### src/tcal_pkg.sv
// What this block does
// (RQ1) The low power offset is a 15-bit two's-complement value in bits 14:0, upper bits zero.
// (RQ2) The high speed channel offset has the same form and is applied to high speed samples.
// (RQ3) One offset step is a quarter of a result LSB, so the correction has two fraction bits.
// (RQ4) Offset codes 0x3FFF, 0x4000 and 0x7FFF mean +4095.75, -4096 and -0.25 LSB.
// (RQ5) Offset code 0 leaves the result alone and code 1 means +0.25 LSB.
// (RQ6) Gain is a 15-bit multiplier where 0x4000 is exactly one.
// (RQ7) Gain 0x7FFF is the largest multiplier, near two, and 0x0001 the smallest, near 0.000061.
// (RQ8) Each gain code step changes the multiplier by about 0.000061.
// (RQ9) Gain 0x2000 halves the result.
// (RQ10) Software must not write gain zero; if it does, the result for that channel is zero.
// (RQ11) The high speed gain is used only for high speed samples.
// (RQ12) The low power gain is used only for low power samples.
// (RQ13) Reset loads each gain with 0x00004000 and each offset with zero.
// (RQ14) Calibration writes land only after the unlock key is written to the lock register.
// (RQ15) The offset is subtracted first, then the gain applied; the result saturates to 16 bits.
package tcal_pkg;

    // ------------------------------------------------------------
    // Register map, byte addresses
    // ------------------------------------------------------------
    localparam logic [31:0] TCAL_LOCK_ADDR    = 32'h0000_2230;
    localparam logic [31:0] TCAL_HS_OFS_ADDR  = 32'h0000_2234;
    localparam logic [31:0] TCAL_HS_GAIN_ADDR = 32'h0000_2284;
    localparam logic [31:0] TCAL_LP_OFS_ADDR  = 32'h0000_2288;
    localparam logic [31:0] TCAL_LP_GAIN_ADDR = 32'h0000_228C;

    // ------------------------------------------------------------
    // Field layout and reset values
    // ------------------------------------------------------------
    localparam int          TCAL_CAL_W      = 15;
    localparam int          TCAL_RES_W      = 16;
    localparam logic [14:0] TCAL_GAIN_RST   = 15'h4000;
    localparam logic [14:0] TCAL_OFS_RST    = 15'h0000;
    localparam logic [31:0] TCAL_UNLOCK_KEY = 32'hDE87_A5AF;
    localparam logic [31:0] TCAL_UNLOCKED_RD = 32'h0000_0001;
    localparam logic [31:0] TCAL_LOCKED_RD  = 32'h0000_0000;

    // Two quarter-LSB fraction bits plus fourteen gain fraction bits
    localparam int          TCAL_OFS_FRAC   = 2;
    localparam int          TCAL_GAIN_FRAC  = 14;
    localparam int          TCAL_SHIFT      = TCAL_OFS_FRAC + TCAL_GAIN_FRAC;

    localparam logic [15:0] TCAL_RES_MAX    = 16'hFFFF;
    localparam logic [15:0] TCAL_RES_MIN    = 16'h0000;

    // ------------------------------------------------------------
    // AHB-Lite encodings
    // ------------------------------------------------------------
    localparam logic [1:0]  TCAL_HTRANS_NSEQ = 2'h2;
    localparam logic        TCAL_HRESP_OKAY  = 1'b0;

    // ------------------------------------------------------------
    // Bus slave states
    // ------------------------------------------------------------
    typedef enum logic [2:0] {
        TCAL_BUS_IDLE = 3'b001,
        TCAL_BUS_WAIT = 3'b010,
        TCAL_BUS_RESP = 3'b100
    } tcal_bus_state_t;

    // ------------------------------------------------------------
    // Sample carriers
    // ------------------------------------------------------------
    typedef struct packed {
        logic        valid;
        logic        hs_sel;
        logic [15:0] data;
    } tcal_sample_t;

endpackage

### src/tcal_channel_cal.sv
// Decided for this implementation: the AHB-Lite slave port.
module tcal_channel_cal #(
    parameter int RAW_W = 16,
    parameter int CAL_W = 15
) (
    input  wire logic                  ref_clk,
    input  wire logic                  rst_n,
    input  wire logic                  hsel,
    input  wire logic [31:0]           haddr,
    input  wire logic [1:0]            htrans,
    input  wire logic                  hwrite,
    input  wire logic [2:0]            hsize,
    input  wire logic [31:0]           hwdata,
    input  wire logic                  hready,
    output logic      [31:0]           hrdata,
    output logic                       hreadyout,
    output logic                       hresp,
    output logic                       cal_unlocked,
    input  wire tcal_pkg::tcal_sample_t raw_sample,
    output tcal_pkg::tcal_sample_t     cal_sample
);
    import tcal_pkg::*;

    // ------------------------------------------------------------
    // Field positions
    // ------------------------------------------------------------
    localparam int CAL_MSB = TCAL_CAL_W - 1;
    localparam int RSV_W   = 32 - TCAL_CAL_W;
    localparam int SEXT_W  = TCAL_RES_W + TCAL_OFS_FRAC + 1 - TCAL_CAL_W;

    // ------------------------------------------------------------
    // Elaboration checks
    // ------------------------------------------------------------
    if (RAW_W != TCAL_RES_W)
    begin : g_raw_chk
        $error("tcal_channel_cal: RAW_W must match the sample carrier");
    end
    if (CAL_W != TCAL_CAL_W)
    begin : g_cal_chk
        $error("tcal_channel_cal: CAL_W must match the register field");
    end
    if (SEXT_W < 1)
    begin : g_ext_chk
        $error("tcal_channel_cal: offset field wider than the scaled result");
    end

    // ------------------------------------------------------------
    // Shared arithmetic
    // ------------------------------------------------------------

    // Offset field sign-extended; code is quarter LSB units
    function automatic logic signed [18:0] ofs_ext(input logic [14:0] code);
        ofs_ext = {{SEXT_W{code[CAL_MSB]}}, code};    // RQ3
    endfunction

    // Word read back for a calibration field, reserved bits as zero
    function automatic logic [31:0] field_rd(input logic [14:0] v);
        field_rd = {{RSV_W{1'b0}}, v};    // RQ1
    endfunction

    // ------------------------------------------------------------
    // Bus address phase capture
    // ------------------------------------------------------------
    tcal_bus_state_t bus_q;
    logic [31:0]     addr_q;
    logic            wr_q;
    logic            accept;

    // Size is not decoded: every transfer is served as a whole word
    assign accept = hsel && hready && (htrans == TCAL_HTRANS_NSEQ);

    // One wait state per transfer so a read always sees earlier writes
    always_ff @(posedge ref_clk or negedge rst_n)
    begin
        if (!rst_n)
        begin
            bus_q <= TCAL_BUS_IDLE;
        end
        else
        begin
            case (bus_q)
                TCAL_BUS_IDLE:
                begin
                    if (accept)
                    begin
                        bus_q <= TCAL_BUS_WAIT;
                    end
                end
                TCAL_BUS_WAIT:
                begin
                    bus_q <= TCAL_BUS_RESP;
                end
                TCAL_BUS_RESP:
                begin
                    if (accept)
                    begin
                        bus_q <= TCAL_BUS_WAIT;
                    end
                    else
                    begin
                        bus_q <= TCAL_BUS_IDLE;
                    end
                end
                default:
                begin
                    bus_q <= TCAL_BUS_IDLE;
                end
            endcase
        end
    end

    always_ff @(posedge ref_clk or negedge rst_n)
    begin
        if (!rst_n)
        begin
            addr_q <= 32'h0000_0000;
            wr_q   <= 1'b0;
        end
        else if (accept)
        begin
            addr_q <= haddr;
            wr_q   <= hwrite;
        end
    end

    always_ff @(posedge ref_clk or negedge rst_n)
    begin
        if (!rst_n)
        begin
            hreadyout <= 1'b1;
        end
        else if (bus_q == TCAL_BUS_WAIT)
        begin
            hreadyout <= 1'b1;
        end
        else if (accept)
        begin
            hreadyout <= 1'b0;
        end
    end

    always_ff @(posedge ref_clk or negedge rst_n)
    begin
        if (!rst_n)
        begin
            hresp <= TCAL_HRESP_OKAY;
        end
        else
        begin
            hresp <= TCAL_HRESP_OKAY;
        end
    end

    // ------------------------------------------------------------
    // Calibration lock
    // ------------------------------------------------------------
    logic wr_now;
    logic cal_wr_ok;

    assign wr_now    = (bus_q == TCAL_BUS_WAIT) && wr_q;
    assign cal_wr_ok = wr_now && cal_unlocked;    // RQ14

    // Any other value written to the lock word closes it again
    always_ff @(posedge ref_clk or negedge rst_n)
    begin
        if (!rst_n)
        begin
            cal_unlocked <= 1'b0;
        end
        else if (wr_now && (addr_q == TCAL_LOCK_ADDR))
        begin
            cal_unlocked <= (hwdata == TCAL_UNLOCK_KEY);    // RQ14
        end
    end

    // ------------------------------------------------------------
    // Calibration registers
    // ------------------------------------------------------------
    logic [14:0] lp_tia_offset_cal_q;
    logic [14:0] lp_tia_gain_cal_q;
    logic [14:0] hs_tia_offset_cal_q;
    logic [14:0] hs_tia_gain_cal_q;
    logic        lp_ofs_we;
    logic        lp_gain_we;
    logic        hs_ofs_we;
    logic        hs_gain_we;

    // Locked writes fall away here and still end with an OKAY
    assign lp_ofs_we  = cal_wr_ok && (addr_q == TCAL_LP_OFS_ADDR);
    assign lp_gain_we = cal_wr_ok && (addr_q == TCAL_LP_GAIN_ADDR);
    assign hs_ofs_we  = cal_wr_ok && (addr_q == TCAL_HS_OFS_ADDR);
    assign hs_gain_we = cal_wr_ok && (addr_q == TCAL_HS_GAIN_ADDR);

    always_ff @(posedge ref_clk or negedge rst_n)
    begin
        if (!rst_n)
        begin
            lp_tia_offset_cal_q <= TCAL_OFS_RST;    // RQ13
        end
        else if (lp_ofs_we)
        begin
            lp_tia_offset_cal_q <= hwdata[CAL_MSB:0];    // RQ1
        end
    end

    always_ff @(posedge ref_clk or negedge rst_n)
    begin
        if (!rst_n)
        begin
            lp_tia_gain_cal_q <= TCAL_GAIN_RST;    // RQ13
        end
        else if (lp_gain_we)
        begin
            lp_tia_gain_cal_q <= hwdata[CAL_MSB:0];    // RQ6
        end
    end

    always_ff @(posedge ref_clk or negedge rst_n)
    begin
        if (!rst_n)
        begin
            hs_tia_offset_cal_q <= TCAL_OFS_RST;    // RQ13
        end
        else if (hs_ofs_we)
        begin
            hs_tia_offset_cal_q <= hwdata[CAL_MSB:0];    // RQ2
        end
    end

    always_ff @(posedge ref_clk or negedge rst_n)
    begin
        if (!rst_n)
        begin
            hs_tia_gain_cal_q <= TCAL_GAIN_RST;    // RQ13
        end
        else if (hs_gain_we)
        begin
            hs_tia_gain_cal_q <= hwdata[CAL_MSB:0];    // RQ6
        end
    end

    // ------------------------------------------------------------
    // Read data, loaded in the wait state after any write lands
    // ------------------------------------------------------------
    logic [31:0] rd_d;

    always_comb
    begin
        case (addr_q)
            TCAL_LOCK_ADDR:
            begin
                rd_d = cal_unlocked ? TCAL_UNLOCKED_RD : TCAL_LOCKED_RD;
            end
            TCAL_LP_OFS_ADDR:
            begin
                rd_d = field_rd(lp_tia_offset_cal_q);    // RQ1
            end
            TCAL_LP_GAIN_ADDR:
            begin
                rd_d = field_rd(lp_tia_gain_cal_q);
            end
            TCAL_HS_OFS_ADDR:
            begin
                rd_d = field_rd(hs_tia_offset_cal_q);
            end
            TCAL_HS_GAIN_ADDR:
            begin
                rd_d = field_rd(hs_tia_gain_cal_q);
            end
            default:
            begin
                rd_d = 32'h0000_0000;
            end
        endcase
    end

    always_ff @(posedge ref_clk or negedge rst_n)
    begin
        if (!rst_n)
        begin
            hrdata <= 32'h0000_0000;
        end
        else if ((bus_q == TCAL_BUS_WAIT) && !wr_q)
        begin
            hrdata <= rd_d;
        end
    end

    // ------------------------------------------------------------
    // Correction datapath
    // ------------------------------------------------------------
    logic [14:0]        sel_ofs;
    logic [14:0]        sel_gain;
    logic signed [18:0] raw_q2;
    logic signed [19:0] diff;
    logic signed [35:0] prod;
    logic signed [35:0] scaled;
    logic [15:0]        sat_d;

    // Each channel's pair is used only for its own samples
    assign sel_ofs  = raw_sample.hs_sel ? hs_tia_offset_cal_q    // RQ2
                                        : lp_tia_offset_cal_q;   // RQ1
    assign sel_gain = raw_sample.hs_sel ? hs_tia_gain_cal_q      // RQ11
                                        : lp_tia_gain_cal_q;     // RQ12

    // Raw result scaled into quarter LSB units
    assign raw_q2 = signed'({1'b0, raw_sample.data, 2'b00});    // RQ3

    // Offset first; a negative code adds to the result
    assign diff = 20'(raw_q2) - 20'(ofs_ext(sel_ofs));    // RQ4 RQ5 RQ15

    // Gain is positive, 0x4000 is one, one code is 2^-14
    assign prod   = 36'(diff) * signed'(36'({1'b0, sel_gain}));    // RQ6 RQ7 RQ8 RQ9
    assign scaled = prod >>> TCAL_SHIFT;

    // Clamp to the unsigned result range; gain zero lands on zero
    always_comb
    begin
        if (scaled < 36'sd0)
        begin
            sat_d = TCAL_RES_MIN;    // RQ15
        end
        else if (scaled > signed'(36'({20'h0_0000, TCAL_RES_MAX})))
        begin
            sat_d = TCAL_RES_MAX;    // RQ15
        end
        else
        begin
            sat_d = scaled[TCAL_RES_W-1:0];    // RQ10
        end
    end

    // One cycle of latency; the truncation rounds toward minus infinity
    always_ff @(posedge ref_clk or negedge rst_n)
    begin
        if (!rst_n)
        begin
            cal_sample <= '0;
        end
        else
        begin
            cal_sample.valid  <= raw_sample.valid;
            cal_sample.hs_sel <= raw_sample.hs_sel;
            cal_sample.data   <= raw_sample.valid ? sat_d : cal_sample.data;
        end
    end

endmodule

### config.mk
export PLATFORM = sky130hd
export DESIGN_NAME = tcal_channel_cal
export DESIGN_NICKNAME = d
export VERILOG_FILES = /design/src/tcal_pkg.sv /design/src/tcal_channel_cal.sv
export SDC_FILE = /design/constraint.sdc
export NUM_CORES = 1
export LEC_CHECK = 0
export BUFFER_PORTS_ARGS = -buffer_cell sky130_fd_sc_hd__buf_2
export CAP_MARGIN = 20
export CORE_MARGIN = 10
export CORE_UTILIZATION = 35
export CTS_BUF_LIST = sky130_fd_sc_hd__clkbuf_16
export CTS_CLUSTER_DIAMETER = 100
export DETAILED_ROUTE_END_ITERATION = 6
export PLACE_DENSITY = 0.62
export SYNTH_ARGS = -nofsm -noshare
export SYNTH_HDL_FRONTEND = slang
export SYNTH_SLANG_ARGS = --single-unit
### constraint.sdc
create_clock -name ref_clk -period 23 [get_ports ref_clk]
set_input_delay 1.15 -clock ref_clk [delete_from_list [all_inputs] [get_ports ref_clk]]
set_output_delay 1.15 -clock ref_clk [all_outputs]
set_load 0.02 [all_outputs]
Word-level counts from Yosys, hierarchy flattened

Index checks and enable logic that the tools add are counted.

Output and inout port bits: 53
Register bits after elaboration: 148
Input port bits: 92

Magnitude comparators: 2
$add $sub $neg: 1
Reduce and logical (&&, ||, !) cells: 12
Mux-type cells: 11
$mul: 1
Equality and inequality tests: 11

Operators by type and width:

| cell                 | count |
|---|---|
| $eq 32x14->1 const B | 5 |
| $pmux 15 s5          | 1 |
| $mul 20x16->36       | 1 |
| $eq 32x32->1 const B | 1 |
| $mux 16              | 2 |
| $mux 15              | 2 |
| $gt 20x17->1 const B | 1 |
| $lt 20x1->1 const B  | 1 |
| $sub 19x15->20       | 1 |
| $logic_and 1x1->1    | 10 |
| $pmux 3 s3           | 1 |
| $eq 3x1->1 const B   | 1 |
| $eq 3x2->1 const B   | 1 |
| $eq 3x3->1 const B   | 1 |
| $mux 1               | 3 |
| $mux 3               | 1 |
| $eq 2x2->1 const B   | 1 |
| $mux 2               | 1 |
| $ne 2x2->1 const B   | 1 |
| $reduce_bool 2->1    | 1 |
| $logic_not 1->1      | 1 |

Depth between registers and ports, before layout

Gate-level depths: netlist of run 1.

Depth after elaboration: 6
Mapped depth: 41
Gate-level depth less buffers: 35

Worst setup path before layout of run 1

Ideal clock, no wire load.

Kind: input-to-reg
From: in raw_sample[16] (netlist bit)
To: reg cal_sample[11] (netlist bit)
Required time: 22.877 ns
Arrival: 10.870 ns
Cell stages on the path: 36
Path slack: 12.007 ns
Path buffers: 6
Library setup time: 0.123 ns
Cell sequence: buf_2 buf_1 buf_1 buf_1 mux2i_1 ha_1 a21o_1 a211oi_1 o21ai_0 a21oi_1 a2111oi_0 a311o_1 xor2_1 clkbuf_1 nand2_1 fa_1 fa_1 fa_1 inv_1 fa_1 fa_1 inv_1 fa_1 inv_1 ha_1 a21o_1 a211oi_2 or3b_1 nor2_2 o31ai_2 a41o_1 or2_4 a2111oi_4 o2111ai_2 buf_6 o221a_1

Longest elaborated chain between the ends: 6
Elaborated cells between the ends (all ways): 8
Classes of those cells: add/sub (1); mul (1); order compare (2); mux (4)

RTL lines:

| element            | RTL line                | text |
|---|---|---|
| start: declaration | tcal_channel_cal.sv:19  | `input wire tcal_pkg::tcal_sample_t raw_sample,` |
| $mux 15            | tcal_channel_cal.sv:301 | `assign sel_ofs = raw_sample.hs_sel ? hs_tia_offset_cal_q` |
| $sub 19x15->20     | tcal_channel_cal.sv:310 | `assign diff = 20'(raw_q2) - 20'(ofs_ext(sel_ofs));` |
| $mul 20x16->36 (*) | tcal_channel_cal.sv:313 | `assign prod = 36'(diff) * signed'(36'({1'b0, sel_gain}));` |
| $gt 20x17->1       | tcal_channel_cal.sv:323 | `else if (scaled > signed'(36'({20'h0_0000, TCAL_RES_MAX})))` |
| $mux 16            | tcal_channel_cal.sv:323 |  |
| $mux 16 (*)        | tcal_channel_cal.sv:319 | `if (scaled < 36'sd0)` |
| end: declaration   | tcal_channel_cal.sv:20  | `output tcal_pkg::tcal_sample_t cal_sample` |

Mark *: on every way between the ends. The rest lies on a longest branch, timed or not.
A chain may end at the register's enable or synchronous reset.

Worst setup path in the final report of run 1

From: in raw_sample[16] (netlist bit)
To: reg cal_sample[0] (netlist bit)

The elaborated chain is that of the path after synthesis.

==> reports/results.txt, run 1 <==
final RePlAce weighted congestion -> 0.914
Setup-failing EPs final -> 0
power per cell area -> 102 nW/um^2
Total Nets Final -> 2386
Hold WS -> 0.453 ns
CTS clock-pin slew for the worst setup and hold paths -> 0.07 ns
top cell type's share of synthesized area -> 0.329
DR vias -> 12934
sequential-to-total area share from yosys stat -> 0.187
Post-CTS Hold Buffers -> 0
element type at the critical path start -> primary input
die area -> 59500 sq um
final core occ -> 0.392
cts repair resizes -> 0
Routed WL -> 45800 microns
critical path endpoint category -> register
Synth Register Bits -> 131
gr ovfl total -> 0
Core Footprint -> 49900 sq um
critical path arrival -> 11.65 ns
Iteration-0 DRC Markers -> 822
largest net degree at the start of global routing -> 79
clk buf depth -> 2
Static Leak -> 9.84 nW
dpl cells -> 2548
hold crit path type -> register to register
num ports -> 145
critical path class -> primary input to register
CTS sink count -> 131
Worst Slack Setup Final -> 11.74 ns
Async S/R FF share, synth -> 1.00
post-synth cell types -> 74
GR Util All Layers -> 0.155
number of global-route vias before repair -> 13700
clock skew -> 0.0153 ns
predominant post-synthesis flop cell -> dfrtp_1
Peak VDD IR -> 0.0000986 V
unrepaired setup endpoints after global routing -> false
status -> finished, final reports clean
PortBufs -> 123
CTS tree -> yes
cell taking the most area after synthesis -> fa_1
mux share of post-synthesis cell area -> 0.0859
HPWL after DPL -> 37100 microns
Critical Path RT -> 23.38 ns
CP delay by family, top -> compound AO/OA/AOI/OAI gates
first-pass GRT wire length -> 73500 microns
Synth Area in Compound Gates -> 0.0747
EDFF count, synth -> 0
fmax -> 0.0888 GHz
Area Growth Syn to Fin -> 11.3%
worst-path cell with the longest stage delay -> nor2_1
CTS Root Cell -> clkbuf_16
Die Y -> 244 microns
Setup TNS -> 0 ns
Pins Over Slew Limit -> 0
post-DR vias/cell -> 5.01
pre-CTS WS -> 11.40 ns
post-route minimum period -> 11.26 ns
Cell Rows -> 82
main combinational cell family by area after synthesis -> adder cells
period utilization -> 0.490
slowest cell delay on critical path -> 0.75 ns
layout cells sized above 1 -> 0.162
Adder-Cell Fraction of Synth Area -> 0.409
htree depth -> 4
mapped cell area -> 17500 sq um
Post-Synthesis Cells -> 1792
initial antenna violation count -> 7
post-DR wirelength/cell -> 17.7 microns
WP buf/inv -> 6
DRT Pass-1 Iters -> 6
Slew HR -> 0.257
Die X -> 244 microns
Clk Latency, worst-skew pair -> 0.44 ns
TritonCTS Buffers -> 17
setup bufs post-CTS -> 0
Avg Cell Area, Syn -> 9.79 sq um
Initial Util -> 0.352
top post-synthesis cells by area -> fa_1 (33%), dfrtp_1 (18%), ha_1 (7.8%)
xor/xnor share of the synthesized area -> 0.0334
maxcap violations -> 0
DRT antenna net count -> 0
final hold vios -> 0
drc violations -> 0
Post-Synth Simple-Gate Area -> 0.113
Syn. warnings -> 0
Post-Layout Cell Count -> 2583
Max FO, Critical Path -> 45
Worst-Margin Slew -> 1.11 ns
## power by group
group | total (mW) | switching, mW | internal [mW]
clock network | 0.284 | 0.122 | 0.163
logic | 1.43 | 0.828 | 0.604
registers | 0.280 | 0.0166 | 0.264
total | 2.00 | 0.966 | 1.03
## synth_stat cells (3+ instances only)
library cell / count
dfrtp_1: 127
o221a_1: 10
nand3_1: 12
nand2b_1: 9
nor4bb_1: 3
nand4_1: 7
maj3_1: 3
clkbuf_1: 52
o221a_2: 5
nor2b_1: 14
ha_1: 110
o211ai_1: 3
nand4b_1: 3
nand2_1: 194
nor2_1: 147
nor4_1: 4
a31o_2: 3
xor2_1: 24
buf_1: 5
a31oi_1: 3
mux2_2: 107
a21oi_1: 41
xnor2_1: 43
o21bai_1: 4
and2_1: 20
a211oi_1: 4
fa_1: 288
nor3_1: 17
buf_4: 18
a222oi_1: 14
dfstp_2: 4
inv_1: 356
a22o_1: 3
a221oi_1: 3
o21ai_0: 18
a21o_1: 35
and3_1: 5
o21a_1: 4
mux2i_1: 28
## final timing paths
path                                        start                    end  slack, ns  cells past startpoint
max in group asynchronous                   rst_n  hs_tia_gain_cal_q[14]      21.13                      3
min in group asynchronous                   rst_n         cal_sample[16]       0.65                      1
min                                      bus_q[1]               bus_q[1]       0.45                      1
min reg2reg                              bus_q[1]               bus_q[1]       0.45                      1
max                                raw_sample[16]          cal_sample[0]      11.74                     34
max reg2reg                hs_tia_offset_cal_q[0]          cal_sample[0]      12.78                     32
## cells by family after synthesis
group / after synthesis
adders and majority gates: 401
DFF: 131
buffers and inverters: 434
AOI/OAI and AO/OA: 171
other: 1
xor gates and xnor gates: 67
muxes: 136
and+or+nand+nor: 451
## metrics by stage
step / instance area [sq um] / power, mW
after floorplan: 17600 / 1.40
after global placement: 18900 / 1.70
final: 19500 / 2.00
after CTS: 19500 / 2.02
after global routing: 19500 / 2.23
after detailed placement: 18900 / 1.73
## metal layers
metal	vias up	routed length [microns]	GRT usage
met4	8	1060	0.0468
met5	-	55	0
li1	5840	-	-
met2	299	23500	0.268
met3	57	2200	0.0277
met1	6730	19000	0.193
## layout by cell type (no fill, tap or decap), types with 28 or more instances in the layout
cell and n:
nand2_1 194, nor2_1 147, buf_2 122, mux2_2 107, dfrtp_1 127, mux2i_1 28
xnor2_1 43, fa_1 288, inv_1 356, a21oi_1 41, a21o_1 35, ha_1 110
## worst register-to-register path: cells and delay by family, from the launching register on
kind                     cells  cell delay [ns]
flip-flops                   1             0.44
adder cells (fa/ha/maj)      8             3.63
buffers and inverters        4             0.36
AO/OA/AOI/OAI               15             3.76
AND/OR/NAND/NOR              3             1.16
multiplexers                 1             0.17
XOR/XNOR                     1             0.68
## layout make-up
cell class                 count  area, sq um
multi-input combinational   1244        12600
timing repair buffer         146          815
tap                          672          841
clock buffer                  17          425
clock inverter                15          170
inverter                     356         1340
fill                        5033        30300
antenna                        2         5.00
sequential                   131         3280
## registers in the layout, summed over array words and instances (netlist names)
register	count
hreadyout	1
lp_tia_gain_cal_q	15
hs_tia_gain_cal_q	15
wr_q	1
hrdata	15
bus_q	3
hs_tia_offset_cal_q	15
lp_tia_offset_cal_q	15
addr_q	32
cal_sample	18
cal_unlocked	1
(Power assumes the default switching activity.)
==> inputs of run 2 (changes only) <==
--- a/config.mk
+++ b/config.mk
@@ -12,7 +12,7 @@
 export CTS_BUF_LIST = sky130_fd_sc_hd__clkbuf_16
 export CTS_CLUSTER_DIAMETER = 100
 export DETAILED_ROUTE_END_ITERATION = 6
-export PLACE_DENSITY = 0.62
+export PLACE_DENSITY = 0.64
 export SYNTH_ARGS = -nofsm -noshare
 export SYNTH_HDL_FRONTEND = slang
 export SYNTH_SLANG_ARGS = --single-unit
==> constraint.sdc (replaced) <==
create_clock -name ref_clk -period 10.3 [get_ports ref_clk]
set_input_delay 0.515 -clock ref_clk [delete_from_list [all_inputs] [get_ports ref_clk]]
set_output_delay 0.515 -clock ref_clk [all_outputs]
set_load 0.02 [all_outputs]
==> run 2 against run 1 <==
The run now ends with DRC left. Die area is the same. Worst setup slack lost 11 ns. Critical endpoint is now cal_sample[3]. Combinational power grew 130%. Register-to-register slack lost 12 ns. Core utilization grew 0.21 points. Wire length grew 2.8%. Sequential share of layout area shrank 0.089 points. Final cell count grew 0.31%. Largest power group unchanged. Via count grew 1.3%. Power grew 130%.
==> reports/results.txt, run 2 (synthesis gave the netlist of run 1 again) <==
status -> finished, violations left
failing checks -> DRC
biggest regs -> addr_q: 32 flops, cal_sample: 18 flops
hold crit path type -> primary input to async pin
maxcap violations -> 0
CTS clock-pin slew for the worst setup and hold paths -> 0.08 ns
post-route minimum period -> 9.77 ns
critical path arrival -> 10.10 ns
number of fill cells -> 4907
Cell Rows -> 82
initial antenna violation count -> 4
Slew HR -> 0.293
WP buf/inv -> 5
TritonCTS Buffers -> 17
Max FO, Critical Path -> 20
Peak VDD IR -> 0.000208 V
Iteration-0 DRC Markers -> 1048
post-DR wirelength/cell -> 18.2 microns
setup bufs post-CTS -> 0
DR vias -> 13103
Setup-failing EPs final -> 0
drc violations -> 8
DRT antenna net count -> 0
PortBufs -> 123
final core occ -> 0.394
first-pass GRT wire length -> 75500 microns
post-DR vias/cell -> 5.06
CP delay by family, top -> adder cells
element type at the critical path start -> primary input
Area Growth Syn to Fin -> 11.8%
Post-Layout Cell Count -> 2591
critical path endpoint category -> register
worst-path cell with the longest stage delay -> xor2_1
Hold WS -> 0.0994 ns
Pins Over Slew Limit -> 0
Total Nets Final -> 2395
Post-CTS Hold Buffers -> 0
CTS sink count -> 131
Setup TNS -> 0 ns
Worst Reg-to-Reg Cells -> 31
layout cells sized above 1 -> 0.168
Power Total -> 4.57 mW
Die X -> 244 microns
die area -> 59500 sq um
pre-CTS WS -> -0.00644 ns
Worst-Margin Slew -> 1.05 ns
cts repair resizes -> 0
DRT Pass-1 Iters -> 7
Worst Slack Setup Final -> 0.535 ns
Die Y -> 244 microns
unrepaired setup endpoints after global routing -> false
Clk Latency, worst-skew pair -> 0.44 ns
power per cell area -> 233 nW/um^2
Critical Path RT -> 10.63 ns
Initial Util -> 0.352
flip-flop and latch area -> 3280 sq um
fmax -> 0.102 GHz
gr ovfl total -> 0
HPWL after DPL -> 37800 microns
period utilization -> 0.948
dpl cells -> 2557
largest register by flop count -> addr_q
Routed WL -> 47100 microns
largest net degree at the start of global routing -> 80
slowest cell delay on critical path -> 0.62 ns
htree depth -> 4
GR Util All Layers -> 0.159
num ports -> 145
clk buf depth -> 2
Worst path depth -> 32
area occupied by multi-input gates -> 12700 sq um
CTS tree -> yes
final RePlAce weighted congestion -> 0.924
number of global-route vias before repair -> 13878
clock skew -> 0.0234 ns
Static Leak -> 9.90 nW
Placement Cell Area -> 19000 sq um
commonest non-fill, non-tap cell in the layout -> inv_1
CTS Root Cell -> clkbuf_16
Core Footprint -> 49900 sq um
most frequent cells in the layout -> inv_1 (356), fa_1 (288), nand2_1 (194)
Top cell by count, worst path -> fa_1
final hold vios -> 0
cell area after layout -> 19600 sq um
max FFs per register -> 32
critical path class -> primary input to register
run 2: final timing paths:
path	start	to	slack, ns
worst min-delay path	rst_n	addr_q[26]	0.1
max in group asynchronous	rst_n	cal_sample[7]	8.95
worst max-delay path	raw_sample[16]	cal_sample[3]	0.53
worst min register to register	bus_q[1]	bus_q[1]	0.45
min in group ref_clk	haddr[2]	addr_q[2]	0.31
worst max register to register	hs_tia_offset_cal_q[2]	cal_sample[3]	0.78
run 2: final cells by class:
type	count	area share
Multi-Input combinational cell	1244	0.646
Inverter	356	0.0681
Antenna cell	1	0.000127
Sequential cell	131	0.167
Clock inverter	15	0.00994
Tap cell	672	0.0428
Timing Repair Buffer	155	0.0446
Clock buffer	17	0.0217
run 2: routing by layer:
layer / track usage / up-vias / routed length [microns]
met5: 0 / - / 18
met4: 0.0537 / 4 / 1450
met3: 0.0258 / 91 / 2520
met2: 0.276 / 420 / 23900
li1: - / 5837 / -
met1: 0.197 / 6751 / 19100
run 2: report_power, final:
| part | switching [mW] | internal [mW] |
|---|---|---|
| registers | 0.0375 | 0.589 |
| logic | 1.88 | 1.39 |
| clock network | 0.282 | 0.390 |
